$ cat src/btf_pkg.sv
package btf_pkg;
    // ************************************************************
    // register map
    // ************************************************************
    localparam logic [7:0] ADDR_STRING_FAULTS = 8'h07;   // backlight_string_faults
    localparam logic [7:0] ADDR_SUPPLY_FAULTS = 8'h08;   // supply_fault_flags
    localparam logic [7:0] RST_STRING_FAULTS  = 8'h00;   // reset value
    localparam logic [7:0] RST_SUPPLY_FAULTS  = 8'h00;   // reset value
    // ************************************************************
    // field positions
    // ************************************************************
    localparam int OPEN_LSB      = 4;   // open flags at 7:4
    localparam int SHORT_LSB     = 0;   // short flags at 3:0
    localparam int BIT_BOOST_UV  = 7;
    localparam int BIT_BOOST_OV  = 6;
    localparam int BIT_SHORT_GND = 5;
    localparam int BIT_SRC_HI_UV = 4;
    localparam int BIT_SRC_HI_OL = 3;
    localparam int BIT_SRC_LO_UV = 2;
    localparam int BIT_GATE_HI_UV = 1;
    localparam int BIT_GATE_LO_UV = 0;
    // ************************************************************
    // current scale: per-mille, 36.5% at code 0, 0.5% steps
    // ************************************************************
    localparam logic [9:0] SCALE_BASE_PERMILLE = 10'h16d;  // 365
    localparam logic [9:0] SCALE_STEP_PERMILLE = 10'h005;  // 5
    // ************************************************************
    // timing
    // ************************************************************
    localparam int CLK_MHZ       = 125;
    localparam int UV_OFF_MS     = 50;
    localparam int UV_OFF_CYCLES = UV_OFF_MS * 1000 * CLK_MHZ;  // 6250000
endpackage

$ cat src/btf_fault_status.sv
`timescale 1ns/1ps
// Functional notes
// top scale codes: 0x76 95.5, 0x7f 100
// scale code steps half percent, zero is 36.5
// open flags per string at bits 7:4
// short flags per string at bits 3:0
// short flags refreshed every dimming cycle
// boost undervoltage sets supply bit 7
// boost overvoltage sets supply bit 6
// overvoltage stops switching, converter stays enabled
// string short to ground sets bit 5
// boost event flags stay latched once set
// undervoltage flags immediately; 50ms turns off
// source high overload sets bit 3
// read only, writes ignored, zero after reset
module btf_fault_status
    import btf_pkg::*;
#(
    parameter int UV_CYCLES = UV_OFF_CYCLES    // shorten in simulation
)(
    input  wire logic       i_clk,
    input  wire logic       i_reset,
    input  wire logic       i_ce,              // clock enable
    input  wire logic [6:0] i_current_scale,   // led current scale code
    input  wire logic       i_dim_cycle,       // pulse at dimming cycle start
    input  wire logic [3:0] i_open_det,        // open string detectors
    input  wire logic [3:0] i_short_det,       // shorted led detectors
    input  wire logic       i_boost_uv,        // boost undervoltage
    input  wire logic       i_boost_ov,        // boost overvoltage
    input  wire logic       i_boost_en,        // boost enabled by control
    input  wire logic       i_short_gnd,       // string shorted to ground
    input  wire logic       i_src_hi_uv,       // source high undervoltage
    input  wire logic       i_source_high_overload,
    input  wire logic       i_src_lo_uv,       // source_low_rail undervoltage
    input  wire logic       i_gate_hi_uv,      // gate_high_rail undervoltage
    input  wire logic       i_gate_lo_uv,      // gate low rail undervoltage
    input  wire logic       i_rd,              // register read strobe
    input  wire logic       i_wr,              // register write strobe
    input  wire logic [7:0] i_addr,            // register address
    input  wire logic [7:0] i_wdata,           // write data, unused
    output logic [7:0]      o_rdata,           // read data
    output logic [9:0]      o_scale_permille,  // current in per-mille
    output logic            o_boost_switch,    // boost switching allowed
    output logic            o_boost_enabled,   // boost converter enabled
    output logic [3:0]      o_rail_off         // src hi, src lo, gate hi, gate lo
);
    // ************************************************************
    // state
    // ************************************************************
    typedef enum logic [1:0] {
        BTF_IDLE = 2'b01,    // no read
        BTF_RD   = 2'b10     // read presented
    } btf_state_t;

    btf_state_t state, next_state;       // read port state
    logic [7:0] string_faults;           // backlight_string_faults
    logic [7:0] next_string_faults;
    logic [7:0] supply_hi;               // latched bits 7:5 and 3
    logic [7:0] next_supply_hi;
    logic [7:0] supply_fault_flags;      // assembled register
    logic [7:0] next_rdata;
    logic [9:0] next_scale;
    logic       next_switch;
    logic [3:0] uv_flag;                 // timer flags
    logic [3:0] uv_off;                  // timer shutdowns
    logic [3:0] uv_in;                   // timer inputs

    assign uv_in = {i_src_hi_uv, i_src_lo_uv, i_gate_hi_uv, i_gate_lo_uv};

    // ************************************************************
    // undervoltage timers, one per rail
    // ************************************************************
    for (genvar g = 0; g < 4; g++)
    begin : g_uv
        btf_uv_timer #(.OFF_CYCLES(UV_CYCLES)) u_uv (
            .i_clk   (i_clk),
            .i_reset (i_reset),
            .i_ce    (i_ce),
            .i_uv    (uv_in[g]),
            .o_flag  (uv_flag[g]),
            .o_off   (uv_off[g])
        );
    end

    // register assembly
    always_comb
    begin
        supply_fault_flags = supply_hi;
        supply_fault_flags[BIT_SRC_HI_UV]  = uv_flag[3];
        supply_fault_flags[BIT_SRC_LO_UV]  = uv_flag[2];
        supply_fault_flags[BIT_GATE_HI_UV] = uv_flag[1];
        supply_fault_flags[BIT_GATE_LO_UV] = uv_flag[0];
    end

    // ************************************************************
    // fault next values
    // ************************************************************
    always_comb
    begin
        next_string_faults = string_faults;
        next_supply_hi     = supply_hi;
        // open flags latch per string
        next_string_faults[OPEN_LSB +: 4] = string_faults[OPEN_LSB +: 4] | i_open_det;
        // short flags refresh each dim cycle
        if (i_dim_cycle)
        begin
            // short flag per string
            next_string_faults[SHORT_LSB +: 4] = i_short_det;
        end
        // boost undervoltage latched
        if (i_boost_uv)
        begin
            next_supply_hi[BIT_BOOST_UV] = 1'b1;
        end
        // boost overvoltage latched
        if (i_boost_ov)
        begin
            next_supply_hi[BIT_BOOST_OV] = 1'b1;
        end
        // short to ground
        if (i_short_gnd)
        begin
            next_supply_hi[BIT_SHORT_GND] = 1'b1;
        end
        // source high overload
        if (i_source_high_overload)
        begin
            next_supply_hi[BIT_SRC_HI_OL] = 1'b1;
        end
        next_supply_hi[4:0] = {1'b0, next_supply_hi[3], 3'h0};
    end

    // ************************************************************
    // read port and outputs next values
    // ************************************************************
    always_comb
    begin
        next_state = BTF_IDLE;
        next_rdata = 8'h00;
        // reads only, writes fall through
        if (i_rd && i_addr == ADDR_STRING_FAULTS)
        begin
            next_state = BTF_RD;
            next_rdata = string_faults;
        end
        else if (i_rd && i_addr == ADDR_SUPPLY_FAULTS)
        begin
            next_state = BTF_RD;
            next_rdata = supply_fault_flags;
        end
        // overvoltage stops switching only
        next_switch = i_boost_en && !i_boost_ov;
        // scale decode in half percents
        next_scale = SCALE_BASE_PERMILLE + 10'(i_current_scale) * SCALE_STEP_PERMILLE;
    end

    // registers
    always_ff @(posedge i_clk)
    begin
        if (i_reset)
        begin
            // fault registers and read data zero after reset; scale loads base 365
            state            <= BTF_IDLE;
            string_faults    <= RST_STRING_FAULTS;
            supply_hi        <= RST_SUPPLY_FAULTS;
            o_rdata          <= 8'h00;
            o_scale_permille <= SCALE_BASE_PERMILLE;
            o_boost_switch   <= 1'b0;
            o_boost_enabled  <= 1'b0;
            o_rail_off       <= 4'h0;
        end
        else if (i_ce)
        begin
            state            <= next_state;
            string_faults    <= next_string_faults;
            supply_hi        <= next_supply_hi;
            o_rdata          <= next_rdata;
            o_scale_permille <= next_scale;
            o_boost_switch   <= next_switch;
            o_boost_enabled  <= i_boost_en;
            o_rail_off       <= uv_off;
        end
    end

    // ************************************************************
    // checks
    // ************************************************************
    AST_SCALE_TOP: assert property (@(posedge i_clk) disable iff (i_reset)
        i_ce && i_current_scale == 7'h7f |=> o_scale_permille == 10'h3e8)
        else $error("scale top not 100 percent");
    AST_SCALE_ZERO: assert property (@(posedge i_clk) disable iff (i_reset)
        i_ce && i_current_scale == 7'h00 |=> o_scale_permille == 10'h16d)
        else $error("scale zero not 36.5 percent");
    AST_OPEN: assert property (@(posedge i_clk) disable iff (i_reset)
        i_ce && i_open_det[0] |=> string_faults[4])
        else $error("open flag missing");
    AST_SHORT: assert property (@(posedge i_clk) disable iff (i_reset)
        i_ce && i_dim_cycle |=> string_faults[3:0] == $past(i_short_det))
        else $error("short flags not refreshed");
    AST_SHORT_HOLD: assert property (@(posedge i_clk) disable iff (i_reset)
        i_ce && !i_dim_cycle |=> $stable(string_faults[3:0]))
        else $error("short flags changed outside dim cycle");
    AST_BOOST_UV: assert property (@(posedge i_clk) disable iff (i_reset)
        i_ce && i_boost_uv |=> supply_fault_flags[7])
        else $error("boost uv not set");
    AST_OV_SWITCH: assert property (@(posedge i_clk) disable iff (i_reset)
        i_ce && i_boost_ov && i_boost_en |=> !o_boost_switch && o_boost_enabled)
        else $error("ov did not stop switching");
    AST_LATCH: assert property (@(posedge i_clk) disable iff (i_reset)
        supply_fault_flags[6] |=> supply_fault_flags[6])
        else $error("ov flag lost");
    AST_READ: assert property (@(posedge i_clk) disable iff (i_reset)
        i_ce && i_rd && i_addr == 8'h08 |=> o_rdata == $past(supply_fault_flags))
        else $error("supply read wrong");
    AST_GND: assert property (@(posedge i_clk) disable iff (i_reset)
        i_ce && i_short_gnd |=> supply_fault_flags[5])
        else $error("short gnd not set");
    AST_BOOST_OV: assert property (@(posedge i_clk) disable iff (i_reset)
        i_ce && i_boost_ov |=> supply_fault_flags[BIT_BOOST_OV])
        else $error("boost ov not set");
    AST_SRC_OL: assert property (@(posedge i_clk) disable iff (i_reset)
        i_ce && i_source_high_overload |=> supply_fault_flags[BIT_SRC_HI_OL])
        else $error("source overload not set");
    AST_WR_IGNORED: assert property (@(posedge i_clk) disable iff (i_reset)
        i_ce && i_wr && !i_rd && i_wdata != 8'h00 |=> o_rdata == 8'h00)
        else $error("write left a trace on read data");
    COV_READ: cover property (@(posedge i_clk) state == BTF_RD);
    COV_OV: cover property (@(posedge i_clk) supply_fault_flags[6]);
    COV_OFF: cover property (@(posedge i_clk) o_rail_off != 4'h0);
endmodule

$ cat src/btf_uv_timer.sv
`timescale 1ns/1ps
// ************************************************************
// one undervoltage flag with persistence shutdown
// ************************************************************
module btf_uv_timer
    import btf_pkg::*;
#(
    parameter int OFF_CYCLES = UV_OFF_CYCLES
)(
    input  wire logic i_clk,
    input  wire logic i_reset,
    input  wire logic i_ce,
    input  wire logic i_uv,      // undervoltage present now
    output logic      o_flag,    // latched undervoltage flag
    output logic      o_off      // output turned off
);
    logic [22:0] cnt;             // persistence counter
    logic [22:0] next_cnt;
    logic        next_flag;
    logic        next_off;

    // next values
    always_comb
    begin
        next_cnt  = cnt;
        next_flag = o_flag;
        next_off  = o_off;
        // set flag at once
        if (i_uv)
        begin
            next_flag = 1'b1;
        end
        // shutdown after uninterrupted time
        if (!i_uv)
        begin
            next_cnt = '0;
        end
        else if (cnt >= 23'(OFF_CYCLES - 1))
        begin
            next_off = 1'b1;
        end
        else
        begin
            next_cnt = cnt + 23'h000001;
        end
    end

    // registers
    always_ff @(posedge i_clk)
    begin
        if (i_reset)
        begin
            cnt    <= '0;
            o_flag <= 1'b0;
            o_off  <= 1'b0;
        end
        else if (i_ce)
        begin
            cnt    <= next_cnt;
            o_flag <= next_flag;
            o_off  <= next_off;
        end
    end

    // flag latches on cause
    AST_UV_FLAG: assert property (@(posedge i_clk) disable iff (i_reset)
        i_ce && i_uv |=> o_flag)
        else $error("uv flag not set");
endmodule

$ cat config.mk
export PLATFORM = sky130hd
export DESIGN_NAME = btf_fault_status
export DESIGN_NICKNAME = d
export VERILOG_FILES = /design/src/btf_pkg.sv /design/src/btf_fault_status.sv /design/src/btf_uv_timer.sv
export SDC_FILE = /design/constraint.sdc
export NUM_CORES = 1
export LEC_CHECK = 0
export ABC_AREA = 1
export BUFFER_PORTS_ARGS = -buffer_cell sky130_fd_sc_hd__buf_2
export CAP_MARGIN = 40
export CORE_MARGIN = 4
export CORE_UTILIZATION = 25
export CTS_BUF_LIST = sky130_fd_sc_hd__clkbuf_4 sky130_fd_sc_hd__clkbuf_8
export CTS_CLUSTER_DIAMETER = 30
export DETAILED_ROUTE_END_ITERATION = 8
export GPL_TIMING_DRIVEN = 0
export SLEW_MARGIN = 20
export SYNTH_ARGS = -nofsm -noshare
export SYNTH_HDL_FRONTEND = slang
export SYNTH_SLANG_ARGS = --single-unit
$ cat constraint.sdc
create_clock -name i_clk -period 2.3 [get_ports i_clk]
set_input_delay 0.345 -clock i_clk [delete_from_list [all_inputs] [get_ports i_clk]]
set_output_delay 0.345 -clock i_clk [all_outputs]
set_load 0.01 [all_outputs]
# Word-level counts from Yosys, hierarchy flattened
# Cells that the tools add are included.
# W data, S select, Z words.
[word_totals] reg_bits=136 in_bits=46 wordCells=71
[op_classes] add_sub_neg=5 n_mul=1 n_lt_le_gt_ge=4 eq_ne=6 n_mux=10 n_bitwise=1 n_reduce_logical=21
[ops] operator="$mux W23" n=8
[ops] operator="$add A23 B1 Y23 const B" n=4
[ops] operator="$ge A23 B23 Y1 const B" n=4
[ops] operator="$reduce_and A2 Y1" n=13
[ops] operator="$mux W8" n=2
[ops] operator="$reduce_and A3 Y1" n=4
[ops] operator="$add A9 B10 Y10 const A" n=1
[ops] operator="$mul A7 B3 Y10 const B" n=1
[ops] operator="$eq A8 B3 Y1 const B" n=1
[ops] operator="$eq A8 B4 Y1 const B" n=1
[ops] operator="$ne A2 B2 Y1 const B" n=4
[ops] operator="$or A4 B4 Y4" n=1
[ops] operator="$logic_and A1 B1 Y1" n=3
[ops] operator="$logic_not A1 Y1" n=1

# Longest topological paths before layout
# Gate-level depths: netlist of the first run.
[depth] ltp_word=4 depth_mapped=13 depth_no_buf=13

# Cells and area by module
# Synthesis of the first run repeated with hierarchy kept, for this count alone.
[hier_totals] cells_unflattened=1518 area_unflattened_um2=9049.9
[by_module_without_submodules] mod="btf_uv_timer" n_inst=4 cells_each=312 area_each_um2=1774.2 seq_area_each_um2=500.5
[by_module_without_submodules] mod="btf_fault_status" n_inst=1 cells_each=270 area_each_um2=1953.1 seq_area_each_um2=720.7

# Worst setup path before layout of the first run
# No wires, ideal clock.
[synth_path] path_type="input port to flip-flop" start="in i_current_scale[0]" end="reg o_scale_permille[9]" setup_ps=56 arrival_time_ps=2146 t_required_ps=2244 path_slack_ps=98 path_stages=12 path_buffers=0 path_cell_list="inv_1 fa_1 inv_1 ha_1 nand3_1 nand3_1 a21oi_1 o21ai_0 or2_2 nand3_1 nand2_1 inv_1"
[synth_between] elab_chain_len=2
[synth_lines] item="from (decl)" line_no="btf_fault_status.sv:24" rtl="input wire logic [6:0] i_current_scale,"
[synth_lines] item="$mul A7 B3 Y10" line_no="btf_fault_status.sv:154" rtl="next_scale = SCALE_BASE_PERMILLE + 10'(i_current_scale) * SCALE_STEP_PERMILLE;"
[synth_lines] item="$add A9 B10 Y10" line_no="btf_fault_status.sv:154"
[synth_lines] item="to (signal assigned)" line_no="btf_fault_status.sv:178" rtl="o_scale_permille <= next_scale;"
[synth_lines] item="to (decl)" line_no="btf_fault_status.sv:42" rtl="output logic [9:0] o_scale_permille,"
# No other way between the ends.
# A chain may end at the register's enable or synchronous reset.

# Worst setup path after layout of the first run
# Same ends and word-level chain as after synthesis.

==> results of run 1 <==
## path summary, 6_finish.rpt
check / from / endpoint / slack [ns] / cells after the start
worst min-delay path: i_current_scale[0] / o_scale_permille[0] / 0.13 / 2
worst min register to register: g_uv[1].u_uv.o_flag / g_uv[1].u_uv.o_flag / 0.46 / 2
worst max register to register: g_uv[3].u_uv.cnt[0] / g_uv[3].u_uv.cnt[12] / 0.20 / 12
worst max-delay path: i_current_scale[0] / o_scale_permille[9] / 0.14 / 13
## power by group through the flow
stage               clock network, mW  registers (mW)  logic [mW]
detailed placement                  0            2.59       0.689
CTS                              2.20            2.53       0.692
finish                           2.15            2.54       0.687
global placement                    0            2.59       0.676
floorplan                           0            2.58       0.454
global route                     2.30            2.55       0.772
## state kept, by name, indices dropped and copies added, names as in the netlist, 4 cells and up
register and cells:
o_rdata 8, o_scale_permille 10, supply_hi 4, g_uv.u_uv.o_flag 4, g_uv.u_uv.o_off 4, g_uv.u_uv.cnt 92, o_rail_off 4, string_faults 8
## logic make-up after synthesis
logic type / Yosys count
and+or+nand+nor: 846
AOI/OAI and AO/OA: 189
buffers and inverters: 179
DFF: 136
xor gates and xnor gates: 40
adders and majority gates: 20
## layer usage
metal,track usage (%),vias up,share of wire (%)
li1,-,4710,-
met1,18.26,4237,48
met2,23.08,139,47
met3,2.093,28,2.9
met4,3.698,0,1.5
met5,0,-,0
## worst register-to-register path, delay by kind of cell, from the launching register on
family                   cells  cell delay, ns
AND/OR/NAND/NOR              7            0.78
flip-flops                   1            0.44
buffers and inverters        3            0.33
adder cells (fa/ha/maj)      1            0.32
AO/OA/AOI/OAI                1            0.06
## through the flow
stage          total power [mW]  setup TNS [ns]  setup WS [ns]  instances
6_report                  5.375               0         0.1420       1962
5_1_grt                   5.622               0      0.0005416       1962
4_1_cts                   5.422               0         0.1894       1961
3_5_place_dp              3.278         -0.4068        -0.2942       1929
3_3_place_gp              3.263         -0.2557        -0.2540       1928
2_1_floorplan             3.032               0        0.09799       1410
## cell type report
class	instances	area [um^2]	area share (%)
Multi-Input combinational cell	1095	5543	53.61
Sequential cell	136	2723	26.33
Tap cell	461	576.8	5.579
Inverter	122	457.9	4.429
Buffer	57	321.6	3.110
Timing Repair Buffer	58	292.8	2.832
Clock buffer	18	247.7	2.396
Clock inverter	14	173.9	1.682
Antenna cell	1	2.502	0.02420
## layout by cell type, fill, tap and decap left out, types with 10 or more instances in the layout
| cell type | count |
|---|---|
| a21o_1 | 10 |
| a21oi_1 | 96 |
| a21oi_2 | 30 |
| buf_1 | 11 |
| buf_2 | 66 |
| clkbuf_1 | 26 |
| clkbuf_8 | 18 |
| dfxtp_1 | 136 |
| ha_1 | 17 |
| inv_1 | 114 |
| nand2_1 | 307 |
| nand2_2 | 35 |
| nand3_1 | 156 |
| nand3_2 | 21 |
| nand4_1 | 15 |
| nor2_1 | 269 |
| nor3_1 | 16 |
| o21ai_0 | 35 |
| xnor2_1 | 18 |
| xor2_1 | 22 |
==> reports/summary.txt, run 1 <==
Most frequent cell after synthesis: nand2_1
Post-Synth Simple-Gate Area: 41.96%
WP data required: 2.70 ns
Maxcap violations: 0
DR pass1 iterations: 5
Area contributors post-synth: dfxtp_1, nand2_1, nor2_1
Routed Wire Length: 26,910 um
Yosys cell types: 40
Yosys top cell by area: dfxtp_1
Reg power frac: 47.2%
1st-iter DRT viols: 503
Antenna violations before repair: 1
Post-Route Skew: 0.01097 ns
Clock transition at path regs: 0.09 ns
Min-Delay Path Class: in -> reg
Adder-cell share of the synthesized area: 3.018%
Period utilization: 93.83%
Cell area after layout: 0.01034 mm^2
Final net count: 1,553
Die width: 198.1 um
Post-synthesis xor/xnor area fraction: 3.876%
Yosys Warn Count: 0
Number of port buffers: 57
Num ports: 70
Worst-path fanout max: 4
Critical path, cell by cell: buf_2 > inv_1 > fa_1 > inv_1 > ha_1 > nand3_1 > nand3_1 > a21oi_1 > o21ai_0 > or2_2 > nand3_1 > nand2_1 > inv_1
Detailed Place HPWL: 21,060 um
Synthesized flop and latch total: 136
Combinational family with the most area after synthesis: simple AND/OR/NAND/NOR gates
Post-CTS sizing: 0
Worst setup EP type: register
Total CTS buffers: 17
Sink Count: 136
GPL Wtd Cong: 0.9310
Hold Vio Cnt, Final: 0
CP delay by family, top: adder cells
Via Count: 9,114
Die area: 0.03926 mm^2
Worst slew pin tran: 0.8787 ns
Outcome: complete, no violations
DRT antenna net count: 0
CP peak stage delay: 0.54 ns
CP Launch Type: primary input
Starting Density: 25.35%
CTS root buffer: clkbuf_8
H-Tree Depth: 4
Via/cell ratio: 4.645
Area growth, synth to finish: 14.38%
Sw Share: 29.48%
RSZ-0062 raised after global routing: no
Synthesized area: 0.009039 mm^2
Crit Path Class: in -> reg
WL/cell: 13.72 um
Part of the power in combinational logic: 12.8%
Power Dens Cells: 519.9 mW/mm^2
Most frequent cells after synthesis: nand2_1, nor2_1, nand3_1, dfxtp_1, inv_1
Post-CTS Setup Repair Bufs: 0
Clk_lat worst skew: 0.45 ns
CTS Hold Buffers Added: 0
Leakage power: 3.842 nW
Synth top area share: 30.12%
Sequential area share after synthesis: 30.12%
Final hold slack: 0.1273 ns
Post-synth EDFFs: 0
# fillers: 3,977
GR Overflow Total: 0
Post-synth top flop: dfxtp_1
Maximum VDD drop: 0.3480 mV
Worst path slowest cell: fa_1
Ys async rst share: 0%
Syn_area_per_cell: 6.410 um^2
CTS tree: built
Core Box Area: 0.03566 mm^2
Final min period: 2.158 ns
Fmax: 463.4 MHz
Clock Tree Buf Depth: 2
Syn nets: 1,476
Multiplexer area fraction after synthesis: 0%
Compound-Gate Fraction of Synth Area: 12.40%
DRC violations left: 0
CP bufs+invs: 4
First-pass GRT wire length: 44,210 um
Slew Limit Headroom: 41.42%
Clk pwr share: 40.1%
Die Ht: 198.1 um
Int Pwr: 3.791 mW
Vias in the first global route: 8,730
All-Layer GR Usage: 13.68%
NetSw: 1.585 mW
Area after DPL: 0.009915 mm^2
Largest net degree at the start of global routing: 17
Share of cells above drive strength 1: 15.13%
Std cell rows: 69
Synthesized netlist cell count: 1,410
Slew Viols, Final: 0
Final Setup Violations: 0
Arrival time at the worst endpoint: 2.56 ns
Post-Route Utilization: 29.00%
(Power assumes the default switching activity.)
==> inputs of run 2 (changes only) <==
--- a/config.mk
+++ b/config.mk
@@ -6,14 +6,17 @@
 export NUM_CORES = 1
 export LEC_CHECK = 0
 export ABC_AREA = 1
-export BUFFER_PORTS_ARGS = -buffer_cell sky130_fd_sc_hd__buf_2
+export BUFFER_PORTS_ARGS = -buffer_cell sky130_fd_sc_hd__buf_4
 export CAP_MARGIN = 40
+export CELL_PAD_IN_SITES_DETAIL_PLACEMENT = 1
+export CELL_PAD_IN_SITES_GLOBAL_PLACEMENT = 2
 export CORE_MARGIN = 4
 export CORE_UTILIZATION = 25
 export CTS_BUF_LIST = sky130_fd_sc_hd__clkbuf_4 sky130_fd_sc_hd__clkbuf_8
 export CTS_CLUSTER_DIAMETER = 30
 export DETAILED_ROUTE_END_ITERATION = 8
 export GPL_TIMING_DRIVEN = 0
+export PLACE_DENSITY_LB_ADDON = 0.1
 export SLEW_MARGIN = 20
 export SYNTH_ARGS = -nofsm -noshare
 export SYNTH_HDL_FRONTEND = slang
==> run 2 against run 1 <==
Global-route usage rose by 3.9 points. Sequential share of layout area down 0.44 points. Clock skew increased by 0.0038 ns. Worst setup slack improved by 0.082 ns. Register-to-register slack gained 0.02 ns. Die area unchanged. Clock-buffer cell count unchanged. Critical path type is now reg -> reg.
==> reports/summary.txt, run 2 (synthesized netlist as in run 1, its figures left out) <==
Outcome: complete, no violations
Maxcap violations: 0
Std cell rows: 69
CP Launch Type: register
Slew Limit Headroom: 47.65%
Min-Delay Path Class: in -> reg
Die Ht: 198.1 um
Worst-path fanout max: 8
Share of cells above drive strength 1: 15.63%
DR pass1 iterations: 5
Multi-input gate area in the final layout: 0.005553 mm^2
RSZ-0062 raised after global routing: yes
Final setup margin: 0.2239 ns
Sink Count: 136
Die width: 198.1 um
Most common cell after layout, fill and taps aside: nand2_1
H-Tree Depth: 4
Max FFs per register: 92
Via/cell ratio: 4.668
Crit Path Class: reg -> reg
WP data required: 2.67 ns
Num ports: 70
Commonest cells after routing, fill and taps aside: nand2_1, nor2_1, nand3_1
# fillers: 4,608
Total negative slack: 0 ns
CTS root buffer: clkbuf_8
Power Dens Cells: 520.6 mW/mm^2
CTS tree: built
Fmax: 481.7 MHz
DRT antenna net count: 0
Post-Route Skew: 0.01476 ns
Arrival time at the worst endpoint: 2.44 ns
Worst setup EP type: register
Largest regs: g_uv.u_uv.cnt (92), o_scale_permille (10)
GPL Wtd Cong: 0.8297
Slew Viols, Final: 0
Worst slew pin tran: 0.7853 ns
DRC violations left: 0
Power, Total: 5.478 mW
WL/cell: 17.29 um
Routed Wire Length: 33,970 um
Clk_lat worst skew: 0.48 ns
Maximum VDD drop: 0.3435 mV
Clock transition at path regs: 0.09 ns
Area growth, synth to finish: 16.43%
1st-iter DRT viols: 359
Final net count: 1,557
Via Count: 9,172
First-pass GRT wire length: 54,200 um
Final Setup Violations: 0
Final min period: 2.076 ns
Core Box Area: 0.03566 mm^2
All-Layer GR Usage: 17.60%
Top reg by flops: g_uv.u_uv.cnt
GR Overflow Total: 0
Final hold slack: 0.08648 ns
Die area: 0.03926 mm^2
Leakage power: 3.899 nW
CTS Hold Buffers Added: 0
Pre-CTS WS: -0.2978 ns
Period utilization: 90.27%
Detailed Place HPWL: 26,810 um
Total CTS buffers: 17
Register Area: 0.002725 mm^2
Hold Vio Cnt, Final: 0
Antenna violations before repair: 0
Vias in the first global route: 9,564
Number of port buffers: 57
R2R Setup Slk: 0.22 ns
Starting Density: 25.35%
Largest net degree at the start of global routing: 17
Clock Tree Buf Depth: 2
ANT cells: 0
## run 2: cell types whose count changed in the layout (fill, tap and decap cells not counted), sizes merged
cell	delta
clkbuf	+1
buf	+3
clkinvlp	-1
bufinv	-1
diode	-1
clkinv	-2
inv	+4
## run 2: routing by layer
layer	wire length (um)	global-route usage [%]	vias up
met5	0	0	-
met4	359	3.545	0
met3	681	2.569	19
met2	16300	30.07	64
met1	16640	23.73	4367
li1	-	-	4722
## run 2: path summary, 6_finish.rpt
kind                       start                   end  depth (start not counted)
max reg2reg  g_uv[1].u_uv.cnt[1]  g_uv[1].u_uv.cnt[19]                         12
min reg2reg  g_uv[2].u_uv.o_flag   g_uv[2].u_uv.o_flag                          2
max          g_uv[1].u_uv.cnt[1]  g_uv[1].u_uv.cnt[19]                         12
min           i_current_scale[0]   o_scale_permille[0]                          2
## run 2: repair_timing
item,in CTS,in global routing
endpoints found under the setup margin,8,41
setup buffers,0,0
gates resized for setup,1,4
## run 2: layout make-up
cell class	count	area share, %
inverter	122	4.351
multi-input combinational	1095	52.76
timing repair buffer	62	4.542
clock buffer	18	2.354
buffer	57	3.056
sequential	136	25.89
tap	461	5.481
clock inverter	14	1.557
## run 2: power breakdown
| part | total, mW | switching [mW] | internal [mW] |
|---|---|---|---|
| registers | 2.54 | 0.0983 | 2.45 |
| logic | 0.753 | 0.474 | 0.279 |
| clock network | 2.18 | 1.16 | 1.02 |
## run 2: critical path: stages, from the launching register on
cell and delay [ns]:
dfxtp_1 0.40, ha_2 0.26, nand2_1 0.13, nor2_4 0.16, nand3_1 0.10, nor2_1 0.16, nor2_1 0.07, nand2_2 0.12
nand2_4 0.10, nand2_8 0.12, inv_1 0.16, nor2_1 0.13, nor2_1 0.05
## run 2: per-stage QoR
| step | util (%) | instances | instance area, um^2 |
|---|---|---|---|
| after floorplan | - | 1410 | 9039 |
| after global placement | 28.17 | 1928 | 10040 |
| after detailed placement | 28.28 | 1931 | 10080 |
| after CTS | 29.44 | 1963 | 10500 |
| after global routing | 29.52 | 1965 | 10520 |
| final | 29.52 | 1965 | 10520 |
==> inputs of run 3 (changes only) <==
--- a/config.mk
+++ b/config.mk
@@ -5,11 +5,10 @@
 export SDC_FILE = /design/constraint.sdc
 export NUM_CORES = 1
 export LEC_CHECK = 0
-export ABC_AREA = 1
 export BUFFER_PORTS_ARGS = -buffer_cell sky130_fd_sc_hd__buf_4
 export CAP_MARGIN = 40
-export CELL_PAD_IN_SITES_DETAIL_PLACEMENT = 1
-export CELL_PAD_IN_SITES_GLOBAL_PLACEMENT = 2
+export CELL_PAD_IN_SITES_DETAIL_PLACEMENT = 0
+export CELL_PAD_IN_SITES_GLOBAL_PLACEMENT = 1
 export CORE_MARGIN = 4
 export CORE_UTILIZATION = 25
 export CTS_BUF_LIST = sky130_fd_sc_hd__clkbuf_4 sky130_fd_sc_hd__clkbuf_8
@@ -17,7 +16,6 @@
 export DETAILED_ROUTE_END_ITERATION = 8
 export GPL_TIMING_DRIVEN = 0
 export PLACE_DENSITY_LB_ADDON = 0.1
-export SLEW_MARGIN = 20
 export SYNTH_ARGS = -nofsm -noshare
 export SYNTH_HDL_FRONTEND = slang
 export SYNTH_SLANG_ARGS = --single-unit
==> run 3 against run 2 <==
Clock skew up 0.0010 ns. Sequential power down 4%. Routed wire length down 26%. Design area down 15%. Clock power down 16%. Die area down 19%. Register-to-register slack worse by 0.12 ns. Core utilization up 2.1 points. Critical endpoint is now g_uv[3].u_uv.cnt[10].
==> reports/summary.txt, run 3 <==
Outcome: complete, no violations
Critical path, cell by cell: ha_2 > a21oi_2 > o211ai_1 > a21oi_2 > o21ai_2 > nor2_1 > o221a_2
Largest net degree at the start of global routing: 17
Die Ht: 178.1 um
Die area: 0.03170 mm^2
Clock Tree Buf Depth: 2
Antenna violations before repair: 0
Worst-path fanout max: 9
GPL Wtd Cong: 0.7776
Num ports: 70
Post-Route Skew: 0.01580 ns
Vias in the first global route: 7,113
Cell area after layout: 0.008897 mm^2
Critical path depth: 7
Met2 Wirelength: 11,110 um
Detailed Place HPWL: 17,860 um
# fillers: 3,057
Sequential area share after synthesis: 37.66%
Final net count: 1,065
Commonest cells after routing, fill and taps aside: dfxtp_1, nor2_1, nand2_1
Area contributors post-synth: dfxtp_1, a21oi_1, nor2_1
Crit Path Class: reg -> reg
All-Layer GR Usage: 16.37%
CP bufs+invs: 0
HP Start: i_boost_uv
Fmax: 454.5 MHz
Core Box Area: 0.02816 mm^2
Share of cells above drive strength 1: 18.08%
Slew Viols, Final: 0
Top reg by flops: g_uv.u_uv.cnt
DR top layer: met4
Period utilization: 95.67%
Total CTS buffers: 17
Yosys cell types: 76
Wl on met1: 12,720 um
Hold path endpoint: supply_hi[7]
DRT antenna net count: 0
Worst path slowest cell: o21ai_2
Min-Delay Path Class: in -> reg
Starting Density: 25.67%
Slew Limit Headroom: 45.65%
Ys async rst share: 0%
Yosys Warn Count: 0
Via/cell ratio: 5.166
DR pass1 iterations: 4
Arrival time at the worst endpoint: 2.55 ns
ANT cells: 0
Clk pwr share: 37.2%
Final min period: 2.200 ns
Power Dens Cells: 554.4 mW/mm^2
Most frequent cells after synthesis: dfxtp_1, nor2_1, nand2_1, a21oi_1, o21ai_0
Final Setup Violations: 0
Std cell rows: 61
Sw Share: 30.87%
CP Launch Type: register
Area after DPL: 0.008210 mm^2
1st-iter DRT viols: 397
First-pass GRT wire length: 40,840 um
Maximum VDD drop: 0.3395 mV
Synth top area share: 37.66%
Post-Route Utilization: 31.59%
CTS root buffer: clkbuf_8
Via Count: 7,181
Reg power frac: 49.8%
Int Pwr: 3.410 mW
Hold Vio Cnt, Final: 0
Worst R2R End: g_uv[3].u_uv.cnt[10]
Die width: 178.1 um
GR Overflow Total: 0
Routed Wire Length: 25,270 um
Number of port buffers: 58
CP delay by family, top: compound AO/OA/AOI/OAI gates
Yosys top cell by area: dfxtp_1
Worst slew pin tran: 0.8153 ns
Worst setup EP type: register
Most frequent cell after synthesis: dfxtp_1
Synthesized netlist cell count: 898
Worst reg2reg path depth: 7
Syn nets: 964
CP peak stage delay: 0.45 ns
NetSw: 1.523 mW
Metal3 WL: 1167 um
Sink Count: 136
Leakage power: 3.187 nW
Final hold slack: 0.1117 ns
WL/cell: 18.18 um
Post-synth top flop: dfxtp_1
Clock transition at path regs: 0.09 ns
Largest regs: g_uv.u_uv.cnt (92), o_scale_permille (10)
CP most frequent cell: a21oi_2
CTS tree: built
Post-synth EDFFs: 0
Synthesized flop and latch total: 136
Part of the power in combinational logic: 13.0%
Synthesized area: 0.007229 mm^2
H-Tree Depth: 4
Max FFs per register: 92
DRC violations left: 0
Most common cell after layout, fill and taps aside: dfxtp_1
Clk_lat worst skew: 0.46 ns
R2R Setup Slk: 0.1 ns
WP data required: 2.65 ns
Area growth, synth to finish: 23.07%
Syn_area_per_cell: 8.051 um^2
Hold Path Cell Cnt: 3
Worst r2r src: g_uv[3].u_uv.cnt[1]
Maxcap violations: 0
[run 3: worst max-delay path by stage]
stage                        startpoint  slack [ns]                    to
finish              g_uv[3].u_uv.cnt[1]         0.1  g_uv[3].u_uv.cnt[10]
global route        g_uv[2].u_uv.cnt[1]      -0.003  g_uv[2].u_uv.cnt[18]
CTS                                i_ce       0.001          supply_hi[5]
detailed placement                 i_ce       -0.46   o_scale_permille[1]
global placement                i_reset       -0.54  g_uv[2].u_uv.cnt[15]
floorplan            i_current_scale[0]       -0.02   o_scale_permille[9]
[run 3: layout make-up]
type | instances | area [um^2] | share of cell area [%]
plain buffers | 43 | 191.4 | 2.152
clock buffers | 17 | 234.0 | 2.630
clock inverters | 15 | 106.4 | 1.195
inverters | 26 | 97.59 | 1.097
multi-input cells | 693 | 4417 | 49.64
flip-flops and latches | 136 | 2740 | 30.80
well taps | 378 | 473.0 | 5.316
repair buffers | 82 | 638.1 | 7.172
[run 3: layer usage]
metal,vias to the layer above,GRT usage (%)
met5,-,0
met4,0,3.319
met3,18,3.985
met2,134,25.51
met1,3438,23.09
li1,3591,-
[run 3: through the flow]
step                power, mW  setup TNS, ns  worst slack (ns)  std cells
global placement        3.145         -32.00           -0.5433       1334
floorplan               2.866       -0.01633          -0.01633        898
finish                  4.933              0           0.09969       1390
detailed placement      3.147         -25.23           -0.4569       1339
global route            5.192      -0.003017         -0.003017       1390
CTS                     5.013              0          0.001089       1373
[run 3: cells by family (layout without fill, tap and decap cells)]
family	after synthesis	after routing	share of synthesized area, %
AOI/OAI and AO/OA	288	288	26.32
xor gates and xnor gates	6	6	0.7269
adders and majority gates	20	20	3.773
buffers and inverters	69	183	3.894
DFF	136	136	37.66
muxes	12	12	1.662
and+or+nand+nor	367	367	25.96
[run 3: what timing repair did]
item                       CTS  global route
gates cloned                 0             0
buffers inserted             2            17
setup endpoints to repair   31            68
pin swaps                    2            11
hold buffers                 0             0
gates resized for setup     13            40
[run 3: tightest hold or removal path, stage by stage]
cell     delay [ns]
buf_4          0.08
a21oi_1        0.05
nor2_1         0.07
[run 3: power groups by stage]
stage | clock, mW | sequential, mW | combinational [mW]
after CTS | 1.91 | 2.46 | 0.644
after detailed placement | 0 | 2.51 | 0.637
final | 1.84 | 2.45 | 0.642
after floorplan | 0 | 2.51 | 0.353
after global placement | 0 | 2.51 | 0.634
after global routing | 2.00 | 2.46 | 0.724
